File: src/cstart_defines.svh
`ifndef CSTART_DEFINES_SVH
`define CSTART_DEFINES_SVH

// widths of the selection fields, the line vector and the event vector
`define BEGIN_SEL_W      5
`define EDGE_SEL_W       2
`define LINE_TOTAL       8
`define EVENT_TOTAL      32

// begin source codes, also the bit positions in the event vector
`define SEL_OFF          5'h00
`define SEL_ACQ_START    5'h01
`define SEL_ACQ_END      5'h02
`define SEL_EXP_START    5'h03
`define SEL_EXP_END      5'h04
`define SEL_EXP_START_B  5'h05
`define SEL_EXP_START_R  5'h06
`define SEL_EXP_START_G  5'h07
`define SEL_EXP_START_N  5'h08
`define SEL_EXP_END_B    5'h09
`define SEL_EXP_END_R    5'h0A
`define SEL_EXP_END_G    5'h0B
`define SEL_EXP_END_N    5'h0C
`define SEL_ACTION_ONE   5'h0D
`define SEL_ACTION_TWO   5'h0E
`define SEL_FIRST_LINE   5'h0F
`define SEL_LAST_LINE    5'h16
`define SEL_SHAFT        5'h17
`define SEL_FRAME_BEGIN  5'h18
`define SEL_FRAME_REJECT 5'h19
`define SEL_ROW_BEGIN    5'h1A
`define SEL_ROW_REJECT   5'h1B
`define SEL_TIMER_ONE    5'h1C
`define SEL_TIMER_TWO    5'h1D
`define SEL_COUNT_ONE    5'h1E
`define SEL_COUNT_TWO    5'h1F

// edge selection codes
`define EDGE_UP          2'h0
`define EDGE_DOWN        2'h1
`define EDGE_EITHER      2'h2

// reset values of the settings
`define RST_SEL          `SEL_OFF
`define RST_EDGE         `EDGE_UP
`define RST_ENABLE       1'h0

`endif

File: src/cstart_pkg.sv
package cstart_pkg;

  // one-hot counter state as software reads it
  typedef enum logic [4:0] {
    COUNTING_IDLE    = 5'h01,
    AWAITING_BEGIN   = 5'h02,
    COUNTING_RUNNING = 5'h04,
    COUNTING_DONE    = 5'h08,
    COUNTING_WRAPPED = 5'h10
  } counting_state_e;

endpackage

File: src/counter_start_trigger_select.sv
// Function
// started counter counts up from zero, stops at the count limit
// with source off, counter begins only on software reset command
// acquisition start and end events can begin the counter
// exposure start/end, general and per-channel blue red green nir, can begin
// action events one and two can begin the counter
// general input lines one to four begin it, rising edge by default
// general output lines three to six begin it, rising edge by default
// shaft position encoder event can begin the counter
// valid frame begin event can begin the counter
// rejected frame trigger event can begin the counter
// valid row begin event can begin the counter
// rejected row trigger event can begin the counter
// end of timer one or timer two can begin the counter
// end of counter one or two can begin, allowing chaining
// edge setting applies only to line sources, ignored otherwise
// rising edge setting begins on low-to-high line transition
// falling edge setting begins on high-to-low line transition
// either edge setting begins on any line transition
// two counters; selector picks which one the settings address
// software reconfigures a counter only while it is disabled
// state reads idle, awaiting, running, done or wrapped
// begin events honoured only while active and awaiting begin
// lines synchronised before edge detection, one pulse per edge
`timescale 1ns/1ps
`include "cstart_defines.svh"
module counter_start_trigger_select #(
  parameter int W = 16
) (
  input  wire logic                       clk,                // device clock
  input  wire logic                       rst,                // synchronous reset, high

  // settings written by software
  input  wire logic                       whichCounterSelect, // 0 first, 1 second
  input  wire logic                       cfgWrite,           // settings write strobe
  input  wire logic [`BEGIN_SEL_W-1:0]    beginSelectIn,      // begin source code
  input  wire logic [`EDGE_SEL_W-1:0]     edgeSelectIn,       // begin edge code
  input  wire logic [W-1:0]               limitIn,            // count limit
  input  wire logic                       enableIn,           // active setting

  // software command and increment events
  input  wire logic                       counterResetCmd,    // reset command pulse
  input  wire logic [1:0]                 incTick,            // increment events

  // one-cycle event pulses from the timing logic
  input  wire logic                       acqStart,           // acquisition start
  input  wire logic                       acqEnd,             // acquisition end
  input  wire logic                       expStart,           // exposure start
  input  wire logic                       expEnd,             // exposure end
  // per-channel exposure pulses
  input  wire logic [3:0]                 expStartCh,         // b r g nir start
  input  wire logic [3:0]                 expEndCh,           // b r g nir end
  input  wire logic [1:0]                 actionEvent,        // action one, two

  // raw line levels, synchronised inside
  input  wire logic [3:0]                 generalInputPin,    // input lines 1..4
  input  wire logic [3:0]                 generalOutputPin,   // output lines 3..6

  // further event pulses
  input  wire logic                       shaftPositionInput, // encoder event
  input  wire logic                       frameBeginEvent,    // valid frame begin
  input  wire logic                       rejectedFrameEvent, // rejected frame
  input  wire logic                       rowBeginEvent,      // valid row begin
  input  wire logic                       rejectedRowEvent,   // rejected row
  input  wire logic [1:0]                 timerDone,          // timer one, two end

  // status, every one straight from a flop
  output cstart_pkg::counting_state_e     countingState,      // selected state
  output cstart_pkg::counting_state_e     stateFirst,         // first counter state
  output cstart_pkg::counting_state_e     stateSecond,        // second counter state
  output logic      [W-1:0]               valueFirst,         // first count
  output logic      [W-1:0]               valueSecond,        // second count
  output logic                            doneFirst,          // first end pulse
  output logic                            doneSecond          // second end pulse
);

  // settings of both counters and the state view
  typedef struct packed {
    logic [1:0]                         enable;
    logic [1:0][`BEGIN_SEL_W-1:0]       beginSel;
    logic [1:0][`EDGE_SEL_W-1:0]        edgeSel;
    logic [1:0][W-1:0]                  limit;
    // registered copy of the selected state
    cstart_pkg::counting_state_e        stateSel;
  } top_s;

  top_s                        q;
  top_s                        next_q;

  // decode results; line edges and end pulses come from flops
  logic [`EVENT_TOTAL-1:0]     evVec;
  logic [`LINE_TOTAL-1:0]      lineRise;
  logic [`LINE_TOTAL-1:0]      lineFall;
  logic [1:0]                  beginPulse;
  logic [1:0]                  beginIsOff;
  logic [1:0]                  resetCmd;
  logic [1:0]                  endPulse;

  //////////////////////////////////////////////////////////////////
  // pick the begin event for one counter
  function automatic logic beginEvent(
    input logic [`BEGIN_SEL_W-1:0] sel,
    input logic [`EDGE_SEL_W-1:0]  edgeSel,
    input logic [`EVENT_TOTAL-1:0] ev,
    input logic [`LINE_TOTAL-1:0]  rise,
    input logic [`LINE_TOTAL-1:0]  fall
  );
    // scratch for the line index and result
    logic [2:0] idx;
    logic       hit;

    // line index, meaningful for line codes only
    idx = 3'(sel - `SEL_FIRST_LINE);
    // plain events pick their own bit
    hit = ev[sel];

    // edge only for lines
    if (sel >= `SEL_FIRST_LINE && sel <= `SEL_LAST_LINE) begin
      case (edgeSel)
        // falling edge
        `EDGE_DOWN: begin
          hit = fall[idx];
        end

        // either edge
        `EDGE_EITHER: begin
          hit = rise[idx] | fall[idx];
        end

        // rising edge
        // code 3 is unused and counts as rising
        default: begin
          hit = rise[idx];
        end
      endcase
    end

    return hit;
  endfunction

  //////////////////////////////////////////////////////////////////
  // line synchroniser and edge detectors
  // input lines
  // output lines
  // a line high at reset release gives one rise
  // outputs sit above inputs in the line vector
  line_edge_sync #(
    .N (`LINE_TOTAL)
  ) u_lines (
    .clk       (clk),
    .rst       (rst),
    .lineIn    ({generalOutputPin, generalInputPin}),
    .risePulse (lineRise),
    .fallPulse (lineFall)
  );

  //////////////////////////////////////////////////////////////////
  // event vector indexed by begin source code
  always_comb begin
    // unused bits stay low
    evVec                    = '0;
    // code zero never fires, off waits for the command
    evVec[`SEL_OFF]          = 1'b0;

    // acquisition events
    evVec[`SEL_ACQ_START]    = acqStart;
    evVec[`SEL_ACQ_END]      = acqEnd;

    // exposure events
    // channel order blue, red, green, nir
    evVec[`SEL_EXP_START]    = expStart;
    evVec[`SEL_EXP_END]      = expEnd;
    evVec[`SEL_EXP_START_B]  = expStartCh[0];
    evVec[`SEL_EXP_START_R]  = expStartCh[1];
    evVec[`SEL_EXP_START_G]  = expStartCh[2];
    evVec[`SEL_EXP_START_N]  = expStartCh[3];
    evVec[`SEL_EXP_END_B]    = expEndCh[0];
    evVec[`SEL_EXP_END_R]    = expEndCh[1];
    evVec[`SEL_EXP_END_G]    = expEndCh[2];
    evVec[`SEL_EXP_END_N]    = expEndCh[3];

    // action events
    evVec[`SEL_ACTION_ONE]   = actionEvent[0];
    evVec[`SEL_ACTION_TWO]   = actionEvent[1];

    // shaft encoder
    evVec[`SEL_SHAFT]        = shaftPositionInput;

    // frame begin
    evVec[`SEL_FRAME_BEGIN]  = frameBeginEvent;

    // rejected frame
    evVec[`SEL_FRAME_REJECT] = rejectedFrameEvent;

    // row begin
    evVec[`SEL_ROW_BEGIN]    = rowBeginEvent;

    // rejected row
    evVec[`SEL_ROW_REJECT]   = rejectedRowEvent;

    // timer end events
    evVec[`SEL_TIMER_ONE]    = timerDone[0];
    evVec[`SEL_TIMER_TWO]    = timerDone[1];

    // counter chaining
    // end pulses come from flops, so no loop
    evVec[`SEL_COUNT_ONE]    = endPulse[0];
    evVec[`SEL_COUNT_TWO]    = endPulse[1];
  end

  //////////////////////////////////////////////////////////////////
  // per counter begin pulse, off flag and reset command
  always_comb begin
    for (int i = 0; i < 2; i++) begin
      beginPulse[i] = beginEvent(q.beginSel[i], q.edgeSel[i], evVec, lineRise, lineFall);
      // off means only the command begins
      beginIsOff[i] = (q.beginSel[i] == `SEL_OFF);

      // command goes to the selected counter
      resetCmd[i]   = counterResetCmd & (whichCounterSelect == 1'(i));
    end
  end

  //////////////////////////////////////////////////////////////////
  // settings and selected state register
  always_comb begin
    next_q = q;

    for (int i = 0; i < 2; i++) begin
      // selector addresses one counter
      if (cfgWrite && whichCounterSelect == 1'(i)) begin
        // enable always taken, so a busy counter can stop
        next_q.enable[i] = enableIn;

        // settings taken only while disabled
        if (!q.enable[i]) begin
          next_q.beginSel[i] = beginSelectIn;
          next_q.edgeSel[i]  = edgeSelectIn;
          next_q.limit[i]    = limitIn;
        end
      end
    end

    // readable state of selected counter
    // view trails the selector by one cycle
    next_q.stateSel = whichCounterSelect ? stateSecond : stateFirst;
  end

  // settings register
  always_ff @(posedge clk) begin
    if (rst) begin
      // disabled, source off, rising edge, limit zero
      q.enable   <= {2{`RST_ENABLE}};
      q.beginSel <= {2{`RST_SEL}};
      q.edgeSel  <= {2{`RST_EDGE}};
      q.limit    <= '0;
      q.stateSel <= cstart_pkg::COUNTING_IDLE;
    end else begin
      q <= next_q;
    end
  end

  //////////////////////////////////////////////////////////////////
  // the two counters
  // first counter, its end is begin code 1E
  count_unit #(
    .W (W)
  ) u_first (
    .clk        (clk),
    .rst        (rst),
    .enable     (q.enable[0]),
    .beginIsOff (beginIsOff[0]),
    .beginPulse (beginPulse[0]),
    .resetCmd   (resetCmd[0]),
    .incTick    (incTick[0]),
    .limit      (q.limit[0]),
    .state      (stateFirst),
    .value      (valueFirst),
    .endPulse   (endPulse[0])
  );

  // second counter, wired the same way
  count_unit #(
    .W (W)
  ) u_second (
    .clk        (clk),
    .rst        (rst),
    .enable     (q.enable[1]),
    .beginIsOff (beginIsOff[1]),
    .beginPulse (beginPulse[1]),
    .resetCmd   (resetCmd[1]),
    .incTick    (incTick[1]),
    .limit      (q.limit[1]),
    .state      (stateSecond),
    .value      (valueSecond),
    .endPulse   (endPulse[1])
  );

  // outputs, all from flip-flops
  // no logic between these flops and the pins
  assign countingState = q.stateSel;
  assign doneFirst     = endPulse[0];
  assign doneSecond    = endPulse[1];

endmodule // counter_start_trigger_select

File: src/line_edge_sync.sv
`timescale 1ns/1ps
module line_edge_sync #(
  parameter int N = 8
) (
  input  wire logic         clk,       // device clock
  input  wire logic         rst,       // synchronous reset, high
  input  wire logic [N-1:0] lineIn,    // raw line levels
  output logic      [N-1:0] risePulse, // one-cycle rise pulses
  output logic      [N-1:0] fallPulse  // one-cycle fall pulses
);

  typedef struct packed {
    logic [N-1:0] syncA;
    logic [N-1:0] syncB;
    logic [N-1:0] prev;
    logic [N-1:0] rise;
    logic [N-1:0] fall;
  } sync_s;

  sync_s q;
  sync_s next_q;

  //////////////////////////////////////////////////////////////////
  // two-stage sync then edge compare on the second stage
  // sync and edge pulse
  always_comb begin
    next_q       = q;
    next_q.syncA = lineIn;
    next_q.syncB = q.syncA;
    next_q.prev  = q.syncB;
    next_q.rise  = q.syncB & ~q.prev;
    next_q.fall  = ~q.syncB & q.prev;
  end

  // state register
  always_ff @(posedge clk) begin
    if (rst) begin
      q <= '0;
    end else begin
      q <= next_q;
    end
  end

  assign risePulse = q.rise;
  assign fallPulse = q.fall;

endmodule // line_edge_sync

File: src/count_unit.sv
`timescale 1ns/1ps
module count_unit #(
  parameter int W = 16
) (
  input  wire logic                       clk,        // device clock
  input  wire logic                       rst,        // synchronous reset, high
  input  wire logic                       enable,     // counter active setting
  input  wire logic                       beginIsOff, // begin source is off
  input  wire logic                       beginPulse, // chosen begin event
  input  wire logic                       resetCmd,   // software reset command
  input  wire logic                       incTick,    // increment event
  input  wire logic [W-1:0]               limit,      // count limit
  output cstart_pkg::counting_state_e     state,      // counter state
  output logic      [W-1:0]               value,      // current count
  output logic                            endPulse    // one-cycle end event
);

  typedef struct packed {
    cstart_pkg::counting_state_e st;
    logic [W-1:0]                cnt;
    logic                        endP;
  } unit_s;

  unit_s q;
  unit_s next_q;

  //////////////////////////////////////////////////////////////////
  // counter state machine
  always_comb begin
    next_q      = q;
    next_q.endP = 1'b0;
    if (!enable) begin
      next_q.st  = cstart_pkg::COUNTING_IDLE;
      next_q.cnt = '0;
    end else if (resetCmd) begin
      // reset command begins
      next_q.cnt = '0;
      next_q.st  = beginIsOff ? cstart_pkg::COUNTING_RUNNING : cstart_pkg::AWAITING_BEGIN;
    end else begin
      case (q.st)
        cstart_pkg::COUNTING_IDLE: begin
          if (!beginIsOff) begin
            next_q.st = cstart_pkg::AWAITING_BEGIN;
          end
        end
        cstart_pkg::AWAITING_BEGIN: begin
          // honoured only here
          if (beginIsOff) begin
            next_q.st = cstart_pkg::COUNTING_IDLE;
          end else if (beginPulse) begin
            next_q.cnt = '0;
            next_q.st  = cstart_pkg::COUNTING_RUNNING;
          end
        end
        cstart_pkg::COUNTING_RUNNING: begin
          // count up to limit
          if (q.cnt == limit) begin
            next_q.st   = cstart_pkg::COUNTING_DONE;
            next_q.endP = 1'b1;
          end else if (incTick) begin
            // wrapped at maximum
            if (&q.cnt) begin
              next_q.st = cstart_pkg::COUNTING_WRAPPED;
            end else begin
              next_q.cnt = W'(q.cnt + 1'b1);
            end
          end
        end
        cstart_pkg::COUNTING_DONE,
        cstart_pkg::COUNTING_WRAPPED: begin
          next_q.st = q.st; // hold until reset or disable
        end
        default: begin
          next_q.st = cstart_pkg::COUNTING_IDLE;
        end
      endcase
    end
  end

  // state register
  always_ff @(posedge clk) begin
    if (rst) begin
      q <= '{st: cstart_pkg::COUNTING_IDLE, cnt: '0, endP: 1'b0};
    end else begin
      q <= next_q;
    end
  end

  assign state    = q.st;
  assign value    = q.cnt;
  assign endPulse = q.endP;

endmodule // count_unit

File: config.mk
export PLATFORM = sky130hd
export DESIGN_NAME = counter_start_trigger_select
export DESIGN_NICKNAME = d
export VERILOG_FILES = /design/src/cstart_pkg.sv /design/src/counter_start_trigger_select.sv /design/src/line_edge_sync.sv /design/src/count_unit.sv
export VERILOG_INCLUDE_DIRS = /design/src /design/src/src
export SDC_FILE = /design/constraint.sdc
export NUM_CORES = 1
export LEC_CHECK = 0
export BUFFER_PORTS_ARGS = -buffer_cell sky130_fd_sc_hd__clkbuf_2
export CAP_MARGIN = 5
export CORE_ASPECT_RATIO = 0.75
export CORE_MARGIN = 2
export CORE_UTILIZATION = 55
export CTS_BUF_LIST = sky130_fd_sc_hd__clkbuf_4 sky130_fd_sc_hd__clkbuf_8 sky130_fd_sc_hd__clkbuf_16
export DETAILED_ROUTE_END_ITERATION = 8
export PLACE_DENSITY_LB_ADDON = 0.08
export RECOVER_POWER = 25
export REMOVE_ABC_BUFFERS = 1
export SETUP_SLACK_MARGIN = 0.2
export SLEW_MARGIN = 30
export SYNTH_ARGS = -nofsm -noshare
export SYNTH_HDL_FRONTEND = slang
export SYNTH_SLANG_ARGS = --single-unit
File: constraint.sdc
create_clock -name clk -period 3.2 [get_ports clk]
set_input_delay 0.16 -clock clk [delete_from_list [all_inputs] [get_ports clk]]
set_output_delay 0.16 -clock clk [all_outputs]
set_load 0.1 [all_outputs]
==> impl_results.md <==
- P_int: 3.03 mW
- CP required: 3.55 ns
- CTS Sinks: 137
- Post-Synthesis Cell Area: 6930 um2
- Pwr Total: 4.07 mW
- Synth top area share: 39.6%
- CTS tree: yes
- CP max-delay cell: dfxtp_1
- Final Skew: 0.00761 ns
- Post-DR vias/cell: 5.81
- Critical setup path kind: reg2reg
- IO Count: 109
- H-Tree Level Count: 4
- CP bufs+invs: 0
- PwrDens: 485 nW/um2
- Syn avg cell area: 8.73 um2
- Status: finished with violations
- Clk pin slew, worst setup/hold paths: 0.06 ns
- Number of instances in the placed design: 1032
- Slew margin rel.: -36.7%
- Max Fclk: 0.354 GHz
- Top-count cell post-synth: dfxtp_1
- EDFF count, synth: 0
- Total track usage: 27.5%
- Most instantiated cells after synthesis: dfxtp_1, nand2_1, a21oi_1
- Setup TNS Final: 0 ns
- RSZ-0062 raised after global routing: no
- Detailed Route WL: 18.3 mm
- CTS Buf Count: 17
- Sw Ratio: 25.5%
- Die footprint: 13500 um2
- Final hold vios: 0
- Dpl hpwl: 13.5 mm
- Biggest area consumer among synthesized cells: dfxtp_1
- Post-synth top flop: dfxtp_1
- Cell variety after synth: 72
- Setup bufs post-CTS: 0
- GP Congestion: 0.940
- CP Capture Type: flip-flop
- Top cells by area, synth: dfxtp_1, nand2_1, a21oi_1
- Final setup fails: 0
- Count of buffers from port buffering: 108
- Combinational share of power: 9.6%
- Fin cells: 1093
- Leakage: 3.25 nW
- Post-route cell area: 8390 um2
- Startpoint types: flip-flop
- Initial antenna violation count: 0
- Clock share of power: 46.2%
- Ant diodes: 0
- Area share of fa/ha/maj cells after synthesis: 1.81%
- Post-synthesis compound-gate area fraction: 13.0%
- Final net count: 985
- Crit path top cell by count: a21oi_1
- CP delay by family, top: compound AO/OA/AOI/OAI gates
- Part of the power in registers: 44.2%
- Initial Util: 56.3%
- Row count: 35
- Largest family of logic cells by synthesized area: simple AND/OR/NAND/NOR gates
- Vias in the first global route: 5839
- Area fraction in and, or, nand and nor cells after synthesis: 26.0%
- Post-route ant nets: 0
- Mapped Cells: 793
- Mux cell area share after synthesis: 9.10%
- First-pass GRT wire length: 29.1 mm
- Sequential-to-total area share from yosys stat: 39.6%
- Max-cap violations: 2
- Slowest cell delay on critical path: 0.61 ns
- Crit path max fanout: 13
- Worst-Skew Late Latency: 0.42 ns
- Largest net degree at the start of global routing: 51
- Die X-Extent: 134 um
- GRT Residual Overflow: 0
- P_sw: 1.04 mW
- Clock Tree Root: clkbuf_16
- Crit path cell chain: mux4_2, mux2_2, a21oi_1, a21oi_1, a21oi_4, nand2_1, nor2_1
- Fin crit period: 2.82 ns
- Max VDD drop: 0.369 mV
- HP Class: in2reg
- DR WL/cell: 16.8 um
- Via count: 6350
- Maximum clock insertion buffer count: 2
- Ratio of cells with drive above 1 in the final layout: 20.2%
- Placed Area: 7530 um2
- Period utilization: 88.3%
- FF+latch count, synth: 137
- DR pass1 iterations: 5
- Post-synth ARST share: 0%
- Die Span Y: 101 um
- Core Area: 12300 um2
- Synth Area in XOR/XNOR: 5.67%
- Fin. max-slew vios: 90
- # DRC: 0
- Failing checks: capacitance limit, slew limit
- Warnings, synthesis: 0
- WP data arrival: 3.17 ns
- Drt initial violations: 525
- Worst slew pin tran: 2.05 ns
- Layout area overhead: 21.1%
cell usage in the layout, fill, tap and decap left out, drive strengths merged, types with 5 or more instances in the layout:
master,count
a21oi,68
xnor2,19
xor2,25
nor2b,41
dlygate4sd3,30
buf,13
a31oi,15
nand4,15
inv,23
and3,11
nor4,9
dfxtp,137
nor3,14
or3,5
nand3b,10
nand2,127
o211ai,7
clkbuf,129
o31ai,5
and2,9
mux4,14
nor2,37
nand3,27
ha,10
nand2b,5
o21ai,17
mux2i,30
nor3b,13
layout make-up:
class                      instances  area [um2]
timing repair buffer             153         945
tap                              166         208
fill                             974        3920
clock inverter                    12         115
inverter                          18        67.6
multi-input combinational        588        3860
sequential                       137        2740
clock buffer                      19         447
per-layer routing:
layer	vias up	global-route usage [%]	routed length (um)
li1	3031	-	-
met1	2969	38.4	8400
met2	318	42.1	7990
met3	32	7.26	1660
met4	0	8.84	286
met5	-	0	0
tightest hold or removal path, cell delays in order:
cell and delay [ns]:
clkbuf_2 0.10, nand2_1 0.06, a21oi_1 0.05
worst paths after layout:
kind	from	to	slack [ns]	cells after the start
min	limitIn[15]	q[20]	0.008	3
max	q[41]	u_first.value[2]	0.38	7
max reg2reg	q[41]	u_first.value[2]	0.38	7
min reg2reg	u_lines.q[17]	u_lines.risePulse[1]	0.40	1
stage by stage:
stage | hold WS, ns | setup WS [ns] | util [%]
after global placement | 0.366 | 0.374 | 61.2
after global routing | 0.00475 | 0.215 | 68.2
final | 0.00849 | 0.376 | 68.2
after floorplan | 0.229 | 0.257 | -
after CTS | 0.00187 | 0.244 | 68.2
after detailed placement | 0.372 | 0.285 | 61.2
registers in the layout, indices dropped and copies added, names as in the netlist:
signal / count
u_lines.next_q: 16
u_first.endPulse: 1
u_first.state: 5
u_first.value: 16
u_second.value: 16
u_second.endPulse: 1
u_lines.risePulse: 8
countingState: 5
q: 48
u_second.state: 5
u_lines.q: 8
u_lines.fallPulse: 8
cell families (layout without fill, tap and decap cells):
family          Yosys count  count (layout)
flops                   137             137
compound gates          147             147
xor+xnor                 44              44
buf+inv                  68             202
fa+ha+maj                10              10
simple gates            342             342
mux                      45              45
power by group through the flow:
stage / clock network, mW / logic (mW) / registers, mW
final: 1.88 / 0.391 / 1.80
after global routing: 1.98 / 0.428 / 1.80
after CTS: 1.90 / 0.387 / 1.80
after detailed placement: 0 / 0.356 / 1.84
after global placement: 0 / 0.349 / 1.83
after floorplan: 0 / 0.207 / 1.84
what timing repair did:
action / 4_1_cts / 5_1_grt
hold endpoints to repair: 46 / 0
gates resized for setup: 0 / 1
hold buffers: 30 / 0
endpoints found under the setup margin: 0 / 11
Note: power is estimated with default switching activity, not from simulation.
